<file path="config.mk">
export PLATFORM = sky130hd
export DESIGN_NAME = ros_relay_select
export DESIGN_NICKNAME = d
export VERILOG_FILES = /design/src/hw/ros_pkg.sv /design/src/hw/ros_relay_select.sv /design/src/hw/ros_source_mux.sv
export SDC_FILE = /design/constraint.sdc
export NUM_CORES = 1
export LEC_CHECK = 0
export BUFFER_PORTS_ARGS = -buffer_cell sky130_fd_sc_hd__buf_2
export CORE_MARGIN = 2
export CORE_UTILIZATION = 38
export CTS_CLUSTER_DIAMETER = 30
export DETAILED_ROUTE_END_ITERATION = 16
export PLACE_DENSITY = 0.85
export SLEW_MARGIN = 0
export SYNTH_ARGS = -nofsm -noshare
export SYNTH_HDL_FRONTEND = slang
export SYNTH_SLANG_ARGS = --single-unit
</file>
<file path="constraint.sdc">
create_clock -name clk -period 1.52 [get_ports clk]
set_input_delay 0.228 -clock clk [delete_from_list [all_inputs] [get_ports clk]]
set_output_delay 0.228 -clock clk [all_outputs]
set_load 0.01 [all_outputs]
</file>
<file path="src/hw/ros_pkg.sv">
// Purpose: Shared constants and carrier types for the relay output source select block.
// Assumes: One 100 MHz system clock; status words come from logic on the same clock.
// Notes: Register offsets are byte addresses on the plain register port.
package ros_pkg;

  // Register port widths.
  localparam int ADDR_W = 8;
  localparam int DATA_W = 16;

  // Register offsets.
  localparam logic [7:0] OFS_SOURCE = 8'h00;
  localparam logic [7:0] OFS_OVERRIDE = 8'h04;
  localparam logic [7:0] OFS_FORCED = 8'h08;
  localparam logic [7:0] OFS_STATE = 8'h0C;

  // Field layout and reset values.
  localparam int SRC_W = 5;
  localparam int RELAYS = 3;
  localparam logic [4:0] SRC_RESET = 5'h02;
  localparam logic [2:0] OVERRIDE_RESET = 3'h0;
  localparam logic [15:0] FORCED_RESET = 16'h0000;
  localparam int STATE_SEL_BIT = 3;

  // Source codes for relay output one.
  localparam logic [4:0] SRC_OFF = 5'h00;
  localparam logic [4:0] SRC_ON = 5'h01;
  localparam logic [4:0] SRC_READY_RUN = 5'h02;
  localparam logic [4:0] SRC_ENABLED = 5'h04;
  localparam logic [4:0] SRC_STARTED = 5'h05;
  localparam logic [4:0] SRC_MAGNETIZED = 5'h06;
  localparam logic [4:0] SRC_RUNNING = 5'h07;
  localparam logic [4:0] SRC_READY_REF = 5'h08;
  localparam logic [4:0] SRC_SETPOINT = 5'h09;
  localparam logic [4:0] SRC_REVERSE = 5'h0A;
  localparam logic [4:0] SRC_ZERO_SPEED = 5'h0B;
  localparam logic [4:0] SRC_ABOVE_LIMIT = 5'h0C;
  localparam logic [4:0] SRC_WARNING = 5'h0D;
  localparam logic [4:0] SRC_FAULT = 5'h0E;
  localparam logic [4:0] SRC_FAULT_INV = 5'h0F;
  localparam logic [4:0] SRC_FAULT_WARN = 5'h10;
  localparam logic [4:0] SRC_OVERCURRENT = 5'h11;
  localparam logic [4:0] SRC_OVERVOLTAGE = 5'h12;
  localparam logic [4:0] SRC_DRIVE_TEMP = 5'h13;
  localparam logic [4:0] SRC_UNDERVOLTAGE = 5'h14;
  localparam logic [4:0] SRC_MOTOR_TEMP = 5'h15;
  localparam logic [4:0] SRC_BRAKE_CMD = 5'h16;
  localparam logic [4:0] SRC_LOC_TWO = 5'h17;

  // Bit positions inside the status words.
  localparam int MAIN_READY_RUN = 1;
  localparam int MAIN_READY_REF = 2;
  localparam int MAIN_FAULT = 3;
  localparam int MAIN_WARNING = 7;
  localparam int MAIN_SETPOINT = 8;
  localparam int DSW1_ENABLED = 0;
  localparam int DSW1_STARTED = 5;
  localparam int DSW1_RUNNING = 6;
  localparam int DSW1_LOC_TWO = 11;
  localparam int DSW2_MAGNETIZED = 1;
  localparam int DSW2_ABOVE_LIMIT = 10;
  localparam int SPEED_ZERO = 0;
  localparam int SPEED_REVERSE = 2;
  localparam int BRAKE_CMD = 0;

  // Fault codes that the relay can report.
  localparam logic [15:0] FLT_OVERCURRENT = 16'h2310;
  localparam logic [15:0] FLT_OVERVOLTAGE = 16'h3210;
  localparam logic [15:0] FLT_UNDERVOLTAGE = 16'h3220;
  localparam logic [15:0] FLT_IGBT_OVERLOAD = 16'h2381;
  localparam logic [15:0] FLT_BOARD_TEMP = 16'h4110;
  localparam logic [15:0] FLT_IGBT_OVERTEMP = 16'h4210;
  localparam logic [15:0] FLT_COOLING = 16'h4290;
  localparam logic [15:0] FLT_IGBT_TEMP = 16'h42F1;
  localparam logic [15:0] FLT_EXCESS_TEMP = 16'h4310;
  localparam logic [15:0] FLT_TEMP_DIFF = 16'h4380;
  localparam logic [15:0] FLT_EXT_TEMP_1 = 16'h4981;
  localparam logic [15:0] FLT_EXT_TEMP_2 = 16'h4982;

  // Drive status words travel together.
  typedef struct packed {
    logic [15:0] main_word;
    logic [15:0] drive_word_one;
    logic [15:0] drive_word_two;
    logic [15:0] speed_word;
    logic [15:0] brake_word;
  } ros_status_type;

  // Decoded fault groups.
  typedef struct packed {
    logic overcurrent;
    logic overvoltage;
    logic undervoltage;
    logic drive_temp;
    logic motor_temp;
  } ros_fault_type;

endpackage

</file>
<file path="src/hw/ros_relay_select.sv">
// Purpose: Relay output source selection with per-relay override and forced values.
// Assumes: Register port master follows the plain one-cycle strobe protocol.
// Notes: Relay two and three take their normal level from ports; only relay one has a selector.
//
// Design decisions made here: strobed register access and the register offsets.
`timescale 1ns/10ps

// Behaviour
// A 16-bit forced-value word; bits 0..2 belong to relays one to three.
// An overridden relay follows its forced-value bit, not its source.
// Override bit 1 applies the forced bit; 0 keeps normal source operation.
// Reset clears override and forced-value words; no relay stays overridden.
// A source code picks relay one's driver; default is ready to run.
// Code 0 holds relay one off, code 1 holds it on.
// Code 2 follows main status bit 1, ready to run.
// Code 4 follows drive status one bit 0, enabled.
// Code 5 follows drive status one bit 5, started.
// Code 6 follows drive status two bit 1, magnetized.
// Code 7 follows drive status one bit 6, running.
// Code 8 follows main status bit 2, ready for reference.
// Code 9 follows main status bit 8, setpoint reached.
// Codes 10 and 11 follow speed status bits 2 and 0.
// Code 12 follows drive status two bit 10, above limit.
// Code 13 follows main status bit 7, warning.
// Code 14 follows main bit 3 fault; code 15 its inverse.
// Code 16 follows fault OR warning of the main status word.
// Code 17 energizes on the overcurrent fault.
// Code 18 energizes on overvoltage, code 20 on undervoltage.
// Code 19 energizes on any listed drive temperature fault.
// Code 21 energizes on either external temperature fault.
// Code 22 follows brake control status bit 0, brake command.
// Code 23 follows drive status one bit 11, second location active.
// Relay levels are registered; undefined source codes give de-energized.
module ros_relay_select (
  input wire logic clk,
  input wire logic rst_n,
  input wire logic [7:0] reg_addr,
  input wire logic [15:0] reg_wdata,
  input wire logic reg_write,
  input wire logic reg_read,
  output logic [15:0] reg_rdata,
  input wire logic [15:0] main_status_word,
  input wire logic [15:0] drive_status_one,
  input wire logic [15:0] drive_status_two,
  input wire logic [15:0] speed_status_word,
  input wire logic [15:0] brake_status_word,
  input wire logic [15:0] active_fault_code,
  input wire logic fault_code_valid,
  input wire logic relay_two_source,
  input wire logic relay_three_source,
  output logic relay_out_one,
  output logic relay_out_two,
  output logic relay_out_three
);

  // Software-visible state.
  logic [4:0] source_select;
  logic [2:0] relay_override_enable;
  logic [15:0] relay_forced_values;

  // Bus decode strobes.
  logic write_source;
  logic write_override;
  logic write_forced;

  // Levels of the three relays, from normal mode through override to the register.
  logic relay_one_selected;
  logic [2:0] normal_levels;
  logic [2:1] port_levels;
  logic [2:0] next_relays;
  logic [2:0] relay_levels;

  // Status and fault carriers handed to the source selector.
  ros_pkg::ros_status_type status_bundle;
  ros_pkg::ros_fault_type fault_bundle;

  // Next read data, registered one cycle after the strobe.
  logic [15:0] next_rdata;

  // True when the reported fault matches the given code.
  function automatic logic fault_is(
    input logic valid,
    input logic [15:0] code,
    input logic [15:0] wanted
  );
    fault_is = valid && (code == wanted);
  endfunction

  // True when a register access at the given offset is under way.
  function automatic logic hits(
    input logic strobe,
    input logic [7:0] addr,
    input logic [7:0] offset
  );
    hits = strobe && (addr == offset);
  endfunction

  // Write decoding; each writable register has its own strobe, and the read-only state word has none.
  always_comb
  begin
    write_source = hits(reg_write, reg_addr, ros_pkg::OFS_SOURCE);
    write_override = hits(reg_write, reg_addr, ros_pkg::OFS_OVERRIDE);
    write_forced = hits(reg_write, reg_addr, ros_pkg::OFS_FORCED);
  end

  // Source select code for relay one.
  // Wider write data is cut to the field; codes 3 and above 23 are kept but read as off.
  always_ff @(posedge clk)
  begin
    if (!rst_n)
    begin
      source_select <= ros_pkg::SRC_RESET;
    end
    else if (write_source)
    begin
      source_select <= reg_wdata[ros_pkg::SRC_W-1:0];
    end
  end

  // Per-relay override enables; cleared at reset so nothing starts forced.
  always_ff @(posedge clk)
  begin
    if (!rst_n)
    begin
      relay_override_enable <= ros_pkg::OVERRIDE_RESET;
    end
    else if (write_override)
    begin
      relay_override_enable <= reg_wdata[ros_pkg::RELAYS-1:0];
    end
  end

  // Forced-value word is held in full, reserved bits included.
  // Keeping all 16 bits lets software read back exactly what it wrote.
  always_ff @(posedge clk)
  begin
    if (!rst_n)
    begin
      relay_forced_values <= ros_pkg::FORCED_RESET;
    end
    else if (write_forced)
    begin
      relay_forced_values <= reg_wdata;
    end
  end

  // Gather the status words into one carrier for the selector.
  always_comb
  begin
    status_bundle.main_word = main_status_word;
    status_bundle.drive_word_one = drive_status_one;
    status_bundle.drive_word_two = drive_status_two;
    status_bundle.speed_word = speed_status_word;
    status_bundle.brake_word = brake_status_word;
  end

  // Classify the reported fault code into the groups a relay can show.
  // A fault counts while its code is presented with the valid flag high.
  always_comb
  begin
    fault_bundle.overcurrent =
      fault_is(fault_code_valid, active_fault_code, ros_pkg::FLT_OVERCURRENT);
    fault_bundle.overvoltage =
      fault_is(fault_code_valid, active_fault_code, ros_pkg::FLT_OVERVOLTAGE);
    fault_bundle.undervoltage =
      fault_is(fault_code_valid, active_fault_code, ros_pkg::FLT_UNDERVOLTAGE);
    fault_bundle.drive_temp =
      fault_is(fault_code_valid, active_fault_code, ros_pkg::FLT_IGBT_OVERLOAD)
      | fault_is(fault_code_valid, active_fault_code, ros_pkg::FLT_BOARD_TEMP)
      | fault_is(fault_code_valid, active_fault_code, ros_pkg::FLT_IGBT_OVERTEMP)
      | fault_is(fault_code_valid, active_fault_code, ros_pkg::FLT_COOLING)
      | fault_is(fault_code_valid, active_fault_code, ros_pkg::FLT_IGBT_TEMP)
      | fault_is(fault_code_valid, active_fault_code, ros_pkg::FLT_EXCESS_TEMP)
      | fault_is(fault_code_valid, active_fault_code, ros_pkg::FLT_TEMP_DIFF);
    fault_bundle.motor_temp =
      fault_is(fault_code_valid, active_fault_code, ros_pkg::FLT_EXT_TEMP_1)
      | fault_is(fault_code_valid, active_fault_code, ros_pkg::FLT_EXT_TEMP_2);
  end

  // Source selector for relay one, registered inside.
  ros_source_mux source_mux (
    .clk(clk),
    .rst_n(rst_n),
    .source_code(source_select),
    .status(status_bundle),
    .faults(fault_bundle),
    .selected_level(relay_one_selected)
  );

  // Normal levels of all three relays; two and three come in already chosen.
  // Their ports are registered once here so all relays share one pipeline depth.
  always_ff @(posedge clk)
  begin
    if (!rst_n)
    begin
      port_levels <= 2'h0;
    end
    else
    begin
      port_levels <= {relay_three_source, relay_two_source};
    end
  end

  // Relay one joins the others with no extra stage of its own.
  always_comb
  begin
    normal_levels = {port_levels, relay_one_selected};
  end

  // Override each relay from its forced bit when its enable is set.
  genvar gi;
  generate
    for (gi = 0; gi < ros_pkg::RELAYS; gi = gi + 1)
    begin : g_override
      always_comb
      begin
        if (relay_override_enable[gi])
        begin
          next_relays[gi] = relay_forced_values[gi];
        end
        else
        begin
          next_relays[gi] = normal_levels[gi];
        end
      end
    end
  endgenerate

  // Relay drivers are flip-flops, so a register write never glitches a contact.
  always_ff @(posedge clk)
  begin
    if (!rst_n)
    begin
      relay_levels <= 3'h0;
    end
    else
    begin
      relay_levels <= next_relays;
    end
  end

  // Relay output pins come straight from the level register.
  always_comb
  begin
    relay_out_one = relay_levels[0];
    relay_out_two = relay_levels[1];
    relay_out_three = relay_levels[2];
  end

  // Read decoding; unmapped offsets and idle cycles return zero.
  always_comb
  begin
    next_rdata = 16'h0000;
    if (hits(reg_read, reg_addr, ros_pkg::OFS_SOURCE))
    begin
      next_rdata = {11'h000, source_select};
    end
    else if (hits(reg_read, reg_addr, ros_pkg::OFS_OVERRIDE))
    begin
      next_rdata = {13'h0000, relay_override_enable};
    end
    else if (hits(reg_read, reg_addr, ros_pkg::OFS_FORCED))
    begin
      next_rdata = relay_forced_values;
    end
    else if (hits(reg_read, reg_addr, ros_pkg::OFS_STATE))
    begin
      next_rdata = {12'h000, relay_one_selected, relay_levels};
    end
  end

  // Read data stands for exactly the cycle after the read strobe.
  always_ff @(posedge clk)
  begin
    if (!rst_n)
    begin
      reg_rdata <= 16'h0000;
    end
    else
    begin
      reg_rdata <= next_rdata;
    end
  end

endmodule

</file>
<file path="src/hw/ros_source_mux.sv">
// Purpose: Picks the source signal of relay output one and registers it.
// Assumes: Status and fault groups are stable on the same clock.
// Notes: One cycle from a source change to selected_level.
`timescale 1ns/10ps

module ros_source_mux (
  input wire logic clk,
  input wire logic rst_n,
  input wire logic [4:0] source_code,
  input wire ros_pkg::ros_status_type status,
  input wire ros_pkg::ros_fault_type faults,
  output logic selected_level
);

  logic next_level;

  // Decode the source code; undefined codes fall to de-energized.
  always_comb
  begin
    next_level = 1'b0;
    case (source_code)
      ros_pkg::SRC_OFF: next_level = 1'b0;
      ros_pkg::SRC_ON: next_level = 1'b1;
      ros_pkg::SRC_READY_RUN: next_level = status.main_word[ros_pkg::MAIN_READY_RUN];
      ros_pkg::SRC_ENABLED: next_level = status.drive_word_one[ros_pkg::DSW1_ENABLED];
      ros_pkg::SRC_STARTED: next_level = status.drive_word_one[ros_pkg::DSW1_STARTED];
      ros_pkg::SRC_MAGNETIZED:
        next_level = status.drive_word_two[ros_pkg::DSW2_MAGNETIZED];
      ros_pkg::SRC_RUNNING: next_level = status.drive_word_one[ros_pkg::DSW1_RUNNING];
      ros_pkg::SRC_READY_REF: next_level = status.main_word[ros_pkg::MAIN_READY_REF];
      ros_pkg::SRC_SETPOINT: next_level = status.main_word[ros_pkg::MAIN_SETPOINT];
      ros_pkg::SRC_REVERSE: next_level = status.speed_word[ros_pkg::SPEED_REVERSE];
      ros_pkg::SRC_ZERO_SPEED: next_level = status.speed_word[ros_pkg::SPEED_ZERO];
      ros_pkg::SRC_ABOVE_LIMIT:
        next_level = status.drive_word_two[ros_pkg::DSW2_ABOVE_LIMIT];
      ros_pkg::SRC_WARNING: next_level = status.main_word[ros_pkg::MAIN_WARNING];
      ros_pkg::SRC_FAULT: next_level = status.main_word[ros_pkg::MAIN_FAULT];
      ros_pkg::SRC_FAULT_INV: next_level = ~status.main_word[ros_pkg::MAIN_FAULT];
      ros_pkg::SRC_FAULT_WARN:
        next_level = status.main_word[ros_pkg::MAIN_FAULT]
                   | status.main_word[ros_pkg::MAIN_WARNING];
      ros_pkg::SRC_OVERCURRENT: next_level = faults.overcurrent;
      ros_pkg::SRC_OVERVOLTAGE: next_level = faults.overvoltage;
      ros_pkg::SRC_UNDERVOLTAGE: next_level = faults.undervoltage;
      ros_pkg::SRC_DRIVE_TEMP: next_level = faults.drive_temp;
      ros_pkg::SRC_MOTOR_TEMP: next_level = faults.motor_temp;
      ros_pkg::SRC_BRAKE_CMD: next_level = status.brake_word[ros_pkg::BRAKE_CMD];
      ros_pkg::SRC_LOC_TWO: next_level = status.drive_word_one[ros_pkg::DSW1_LOC_TWO];
      default: next_level = 1'b0;
    endcase
  end

  // Register the chosen level so the relay path has no glitches.
  always_ff @(posedge clk)
  begin
    if (!rst_n)
    begin
      selected_level <= 1'b0;
    end
    else
    begin
      selected_level <= next_level;
    end
  end

endmodule

</file>
-- Yosys cells after proc, flatten, opt, wreduce, memory -nomap -nowiden
Index checks and enable logic that the tools add are counted.
- add/subtract/negate cells: 0
- multipliers: 0
- div/mod/pow operators: 0
- $lt $le $gt $ge: 0
- eq/ne operators: 37
- shifts and indexed selects: 0
- muxes and demuxes: 8
- bitwise operators: 10
- reductions and logical operators: 21
- operators by type and width (operator ; count):
    $eq 16x15->1 const B ; 8
    $eq 16x14->1 const B ; 4
    $eq 5x4->1 const B ; 8
    $eq 5x5->1 const B ; 8
    $pmux 1 s22 ; 1
    $eq 5x3->1 const B ; 4
    $logic_and 1x1->1 ; 19
    $eq 8x4->1 const B ; 2
    $mux 16 ; 1
    $mux 5 ; 2
    $eq 8x3->1 const B ; 1
    $logic_not 8->1 ; 1
    $or 1x1->1 ; 8
    $eq 5x1->1 const B ; 1
    $eq 5x2->1 const B ; 1
    $mux 4 ; 1
    $mux 1 ; 3
    $reduce_or 3->1 ; 1
    $not 1->1 ; 2
- register bits after elaboration: 46
- latch bits: 0
- RAM bits: 0
- memory bits (read-only): 0
- input bits: 127
- output and inout bits: 19
- word-level logic and storage cells: 84
- memories: 0

-- Longest topological paths before layout
- depth in word-level cells: 9
- depth in mapped cells: 7
- mapped depth without buffers: 5

-- Hierarchy
Synthesis repeated with hierarchy kept, for this count alone.
- cells, all modules: 246
- area total of the unflattened synthesis: 2085.8 µm²
- by module, submodules not included (module ; instances ; cells each ; area an instance (µm²) ; sequential area each (µm²)):
    ros_relay_select ; 1 ; 205 ; 1793.0 ; 900.9
    ros_source_mux ; 1 ; 41 ; 292.8 ; 20.0

-- Least setup slack after synthesis
No wires, ideal clock.
- path type: input-to-reg
- from: input reg_addr[7]
- to: register relay_forced_values[3]
- library setup time: 0.116 ns
- data arrival time: 1.531 ns
- data required time: 1.404 ns
- slack: -0.127 ns
- stages on the path: 7
- path buffers: 2
- cells stage by stage: or4_4 > nor3_4 > nand4b_1 > buf_6 > buf_12 > mux2i_1 > nor2b_1
- longest elaborated chain between the ends: 2
- ends and longest elaborated chain (what ; line ; source):
    from (decl) ; ros_relay_select.sv:37 ; input wire logic [7:0] reg_addr,
    $eq 8x4->1 ; ros_relay_select.sv:95 ; hits = strobe && (addr == offset);
    $logic_and 1x1->1 ; ros_relay_select.sv:95 ;
    to (signal assigned) ; ros_relay_select.sv:139 ; relay_forced_values <= ros_pkg::FORCED_RESET;
    to (signal assigned) ; ros_relay_select.sv:143 ; relay_forced_values <= reg_wdata;
    to (decl) ; ros_relay_select.sv:59 ; logic [15:0] relay_forced_values;
No other way between the ends.
A chain may end at the register's enable or synchronous reset.

-- Final worst setup path
- from: input reg_addr[7]
- to: register relay_forced_values[1]
Same word-level chain as after synthesis.

==> impl_metrics.tcl <==
set metrics [dict create \
    run_status "finished with violations" \
    failed_checks "setup timing" \
    totalWireLength_mm 5.559 \
    seq_power_share 0.536 \
    yosys_warnings 0 \
    ys_top_cells_by_area "sky130_fd_sc_hd__dfxtp_1, sky130_fd_sc_hd__mux2i_1, sky130_fd_sc_hd__nor2b_1" \
    clock_sinks 46 \
    clockRootBuffer "sky130_fd_sc_hd__clkbuf_8" \
    post-synth-top-area-fraction 0.4096 \
    postSynthCellCount 224 \
    htree_num_levels 2 \
    vias 2032 \
    critical_path_capture_point_type "flip-flop" \
    setup_violations 29 \
    worstPathArrival_ps 1810 \
    layout-area-overhead-vs-synth_pct 36.39 \
    power.share.combinational 0.091 \
    post_dp_cell_area_mm2 0.002874 \
    syn_avg_cell_area_um2 10.04 \
    max-slew-margin-rel 0.7523 \
    fin_nets 454 \
    synth.yosys.seq_area_share 0.4096 \
    route.detailed.drc 0 \
    postSynthRegisterBits 46 \
    synth-async-reset-ratio 0 \
    hold_buffers 0 \
    routed_wire_length_per_instance_um 13.79 \
    avgViaCountPerCell 5.042 \
    netlist.top_cell.by_area "sky130_fd_sc_hd__dfxtp_1" \
    worst_pin_slew_ps 366.4 \
    port_buffers 79 \
    start_util 0.3866 \
    groute.usage.overall 0.1692 \
    count_of_flip_flops_with_a_built_in_enable_after_synthesis 0 \
    vias_in_the_first_global_route 1965 \
    core-area_mm2 0.005816 \
    cts_buffers 5 \
    path_cells "buf_6 -> or4_4 -> nor3_4 -> nand4b_1 -> buf_12 -> mux2i_2 -> nor2b_1" \
    netSwitchingFraction 0.2131 \
    maxCapViolCount 0 \
    drt_iter0_markers 126 \
    insertedDiodeCount 0 \
    total_leakage_power_nw 1.419 \
    gpl.final_weighted_congestion 0.8237 \
    drt_pass1_iterations 4 \
    chipWidth_um 80.92 \
    grt_overflow 0 \
    rsz0062_at_grt "true" \
    synth.cell_area_mm2 0.002248 \
    clkPwrFrac 0.373 \
    period_share 1.068 \
    timing.hold.worst.class "in -> reg" \
    pwr_density_cell_mw_per_mm2 740.1 \
    finalInstanceArea_mm2 0.003067 \
    worst_setup_path_start_kind "input pin" \
    ios 146 \
    crit_buf_inv 2 \
    clk_transition_reported_paths_ps 80 \
    fin_worst_skew_ps 4.259 \
    critical_path.max_fanout 15 \
    final.hold.worst_slack_ps 136.5 \
    fp-row-count 28 \
    p_switching_mw 0.4836 \
    critical-path-max-stage-delay_ps 530 \
    yosysMostFrequentCell "sky130_fd_sc_hd__dfxtp_1" \
    die_footprint_mm2 0.006548 \
    grt_max_degree 20 \
    synth.cells.most_frequent "sky130_fd_sc_hd__dfxtp_1, sky130_fd_sc_hd__nor2b_1, sky130_fd_sc_hd__mux2i_1, sky130_fd_sc_hd__and2_1" \
    critPathTopFamily "simple AND/OR/NAND/NOR gates" \
    final-max-slew-violation-count 0 \
    detailed_place_hpwl_mm 4.212 \
    irDropWorstVdd_v 0.0005861 \
    final_hold_viol_count 0 \
    setup.worst_path.class "in -> reg" \
    cp_data_required_time_ps 1710 \
    intPower_mw 1.786 \
    post_layout_min_period_ps 1623 \
    drive_above_1_share 0.4268 \
    worstSkewPairLatency_ps 300 \
    post_synth_num_cell_types 46 \
    syn_nets 351 \
    synthFlopType "sky130_fd_sc_hd__dfxtp_1" \
    final_antenna_net_count 0 \
    global_route_wire_length_before_repair_mm 8.673 \
    fin_ws_ps -103.4 \
    max_freq_mhz 616.0 \
    crit_slowest_cell "sky130_fd_sc_hd__or4_4" \
    cts_max_path_buffers 2 \
    dieHeight_um 80.92 \
    antenna_violations_before_repair 0 \
    clock_tree_from_tritoncts "built" \
]
state kept, by name, summed over array words and instances (netlist names):
register,count
port_levels,2
reg_rdata,16
relay_forced_values,16
relay_levels,3
relay_override_enable,3
source_mux.selected_level,1
source_select,5
logic make-up (layout without fill, tap and decap cells):
kind of cell | Yosys count | count (layout) | share of synthesized area
AO/OA/AOI/OAI | 23 | 23 | 0.07123
AND/OR/NAND/NOR | 99 | 99 | 0.2899
XOR/XNOR | 3 | 3 | 0.01169
buffers and inverters | 19 | 123 | 0.04841
flip-flops | 46 | 46 | 0.4096
multiplexers | 34 | 34 | 0.1692
per-layer routing:
metal / vias to the layer above / wire [µm] / GRT usage / share of wire
met1: 961 / 2401 / 0.2092 / 0.43
li1: 1004 / - / - / -
met2: 53 / 2821 / 0.2950 / 0.51
met4: 0 / 140 / 0.06610 / 0.025
met5: - / 0 / 0 / 0
met3: 14 / 195 / 0.02556 / 0.035
path summary, 6_finish.rpt:
check                           cells after the start                            startpoint  slack (ps)                                   end
worst max-delay path                                7                           reg_addr[7]        -100   relay_forced_values[1]$_SDFFE_PN0P_
worst min-delay path                                2                      relay_two_source         140             port_levels[1]$_SDFF_PN0_
worst max register to register                      6         source_select[1]$_SDFFE_PN1P_         -50  source_mux.selected_level$_SDFF_PN0_
worst min register to register                      1  relay_forced_values[11]$_SDFFE_PN0P_         460              reg_rdata[11]$_SDFF_PP0_
power by group through the flow:
stage,sequential [mW],clock [mW],combinational (mW)
after global routing,1.22,0.909,0.226
after CTS,1.22,0.847,0.203
after global placement,1.24,0,0.193
final,1.22,0.847,0.207
after floorplan,1.24,0,0.0783
after detailed placement,1.24,0,0.199
stage by stage:
stage,setup WS (ps),power (mW),TNS [ps],instances,utilization
2_1_floorplan,-124.5,1.323,-1994,224,-
3_3_place_gp,-288.3,1.437,-8101,392,0.4942
3_5_place_dp,-380.2,1.443,-10190,392,0.4942
4_1_cts,-90.31,2.265,-501.4,402,0.5211
5_1_grt,-191.8,2.352,-1971,403,0.5273
6_report,-103.4,2.270,-792.3,403,0.5273
layout by cell type, fill, tap and decap left out, types with 3 or more instances in the layout:
cell type	n
sky130_fd_sc_hd__buf_4	30
sky130_fd_sc_hd__and3b_1	3
sky130_fd_sc_hd__nor2_1	8
sky130_fd_sc_hd__nand3b_1	3
sky130_fd_sc_hd__nand4b_1	3
sky130_fd_sc_hd__o211ai_1	3
sky130_fd_sc_hd__dfxtp_1	43
sky130_fd_sc_hd__nand3_1	4
sky130_fd_sc_hd__mux2i_1	27
sky130_fd_sc_hd__nand2_1	5
sky130_fd_sc_hd__buf_2	78
sky130_fd_sc_hd__inv_1	4
sky130_fd_sc_hd__clkbuf_8	8
sky130_fd_sc_hd__nand4_1	4
sky130_fd_sc_hd__a31oi_1	3
sky130_fd_sc_hd__nor3b_1	3
sky130_fd_sc_hd__dfxtp_2	3
sky130_fd_sc_hd__and2_1	13
sky130_fd_sc_hd__mux4_2	3
sky130_fd_sc_hd__nor2b_1	36
sky130_fd_sc_hd__o21ai_0	5
repair_timing:
item / CTS / global route
endpoints found under the setup margin: 20 / 20
resized for setup: 9 / 6
hold endpoints to repair: 0 / 0
cloned: 0 / 0
pin swaps: 2 / 2
buffers inserted: 2 / 1
layout make-up:
class | instances | area [µm²]
Fill cell | 511 | 2749
Timing Repair Buffer | 111 | 658.1
Sequential cell | 46 | 924.6
Multi-Input combinational cell | 159 | 1265
Clock buffer | 8 | 110.1
Tap cell | 75 | 93.84
Inverter | 4 | 15.01
(Power assumes the default switching activity.)
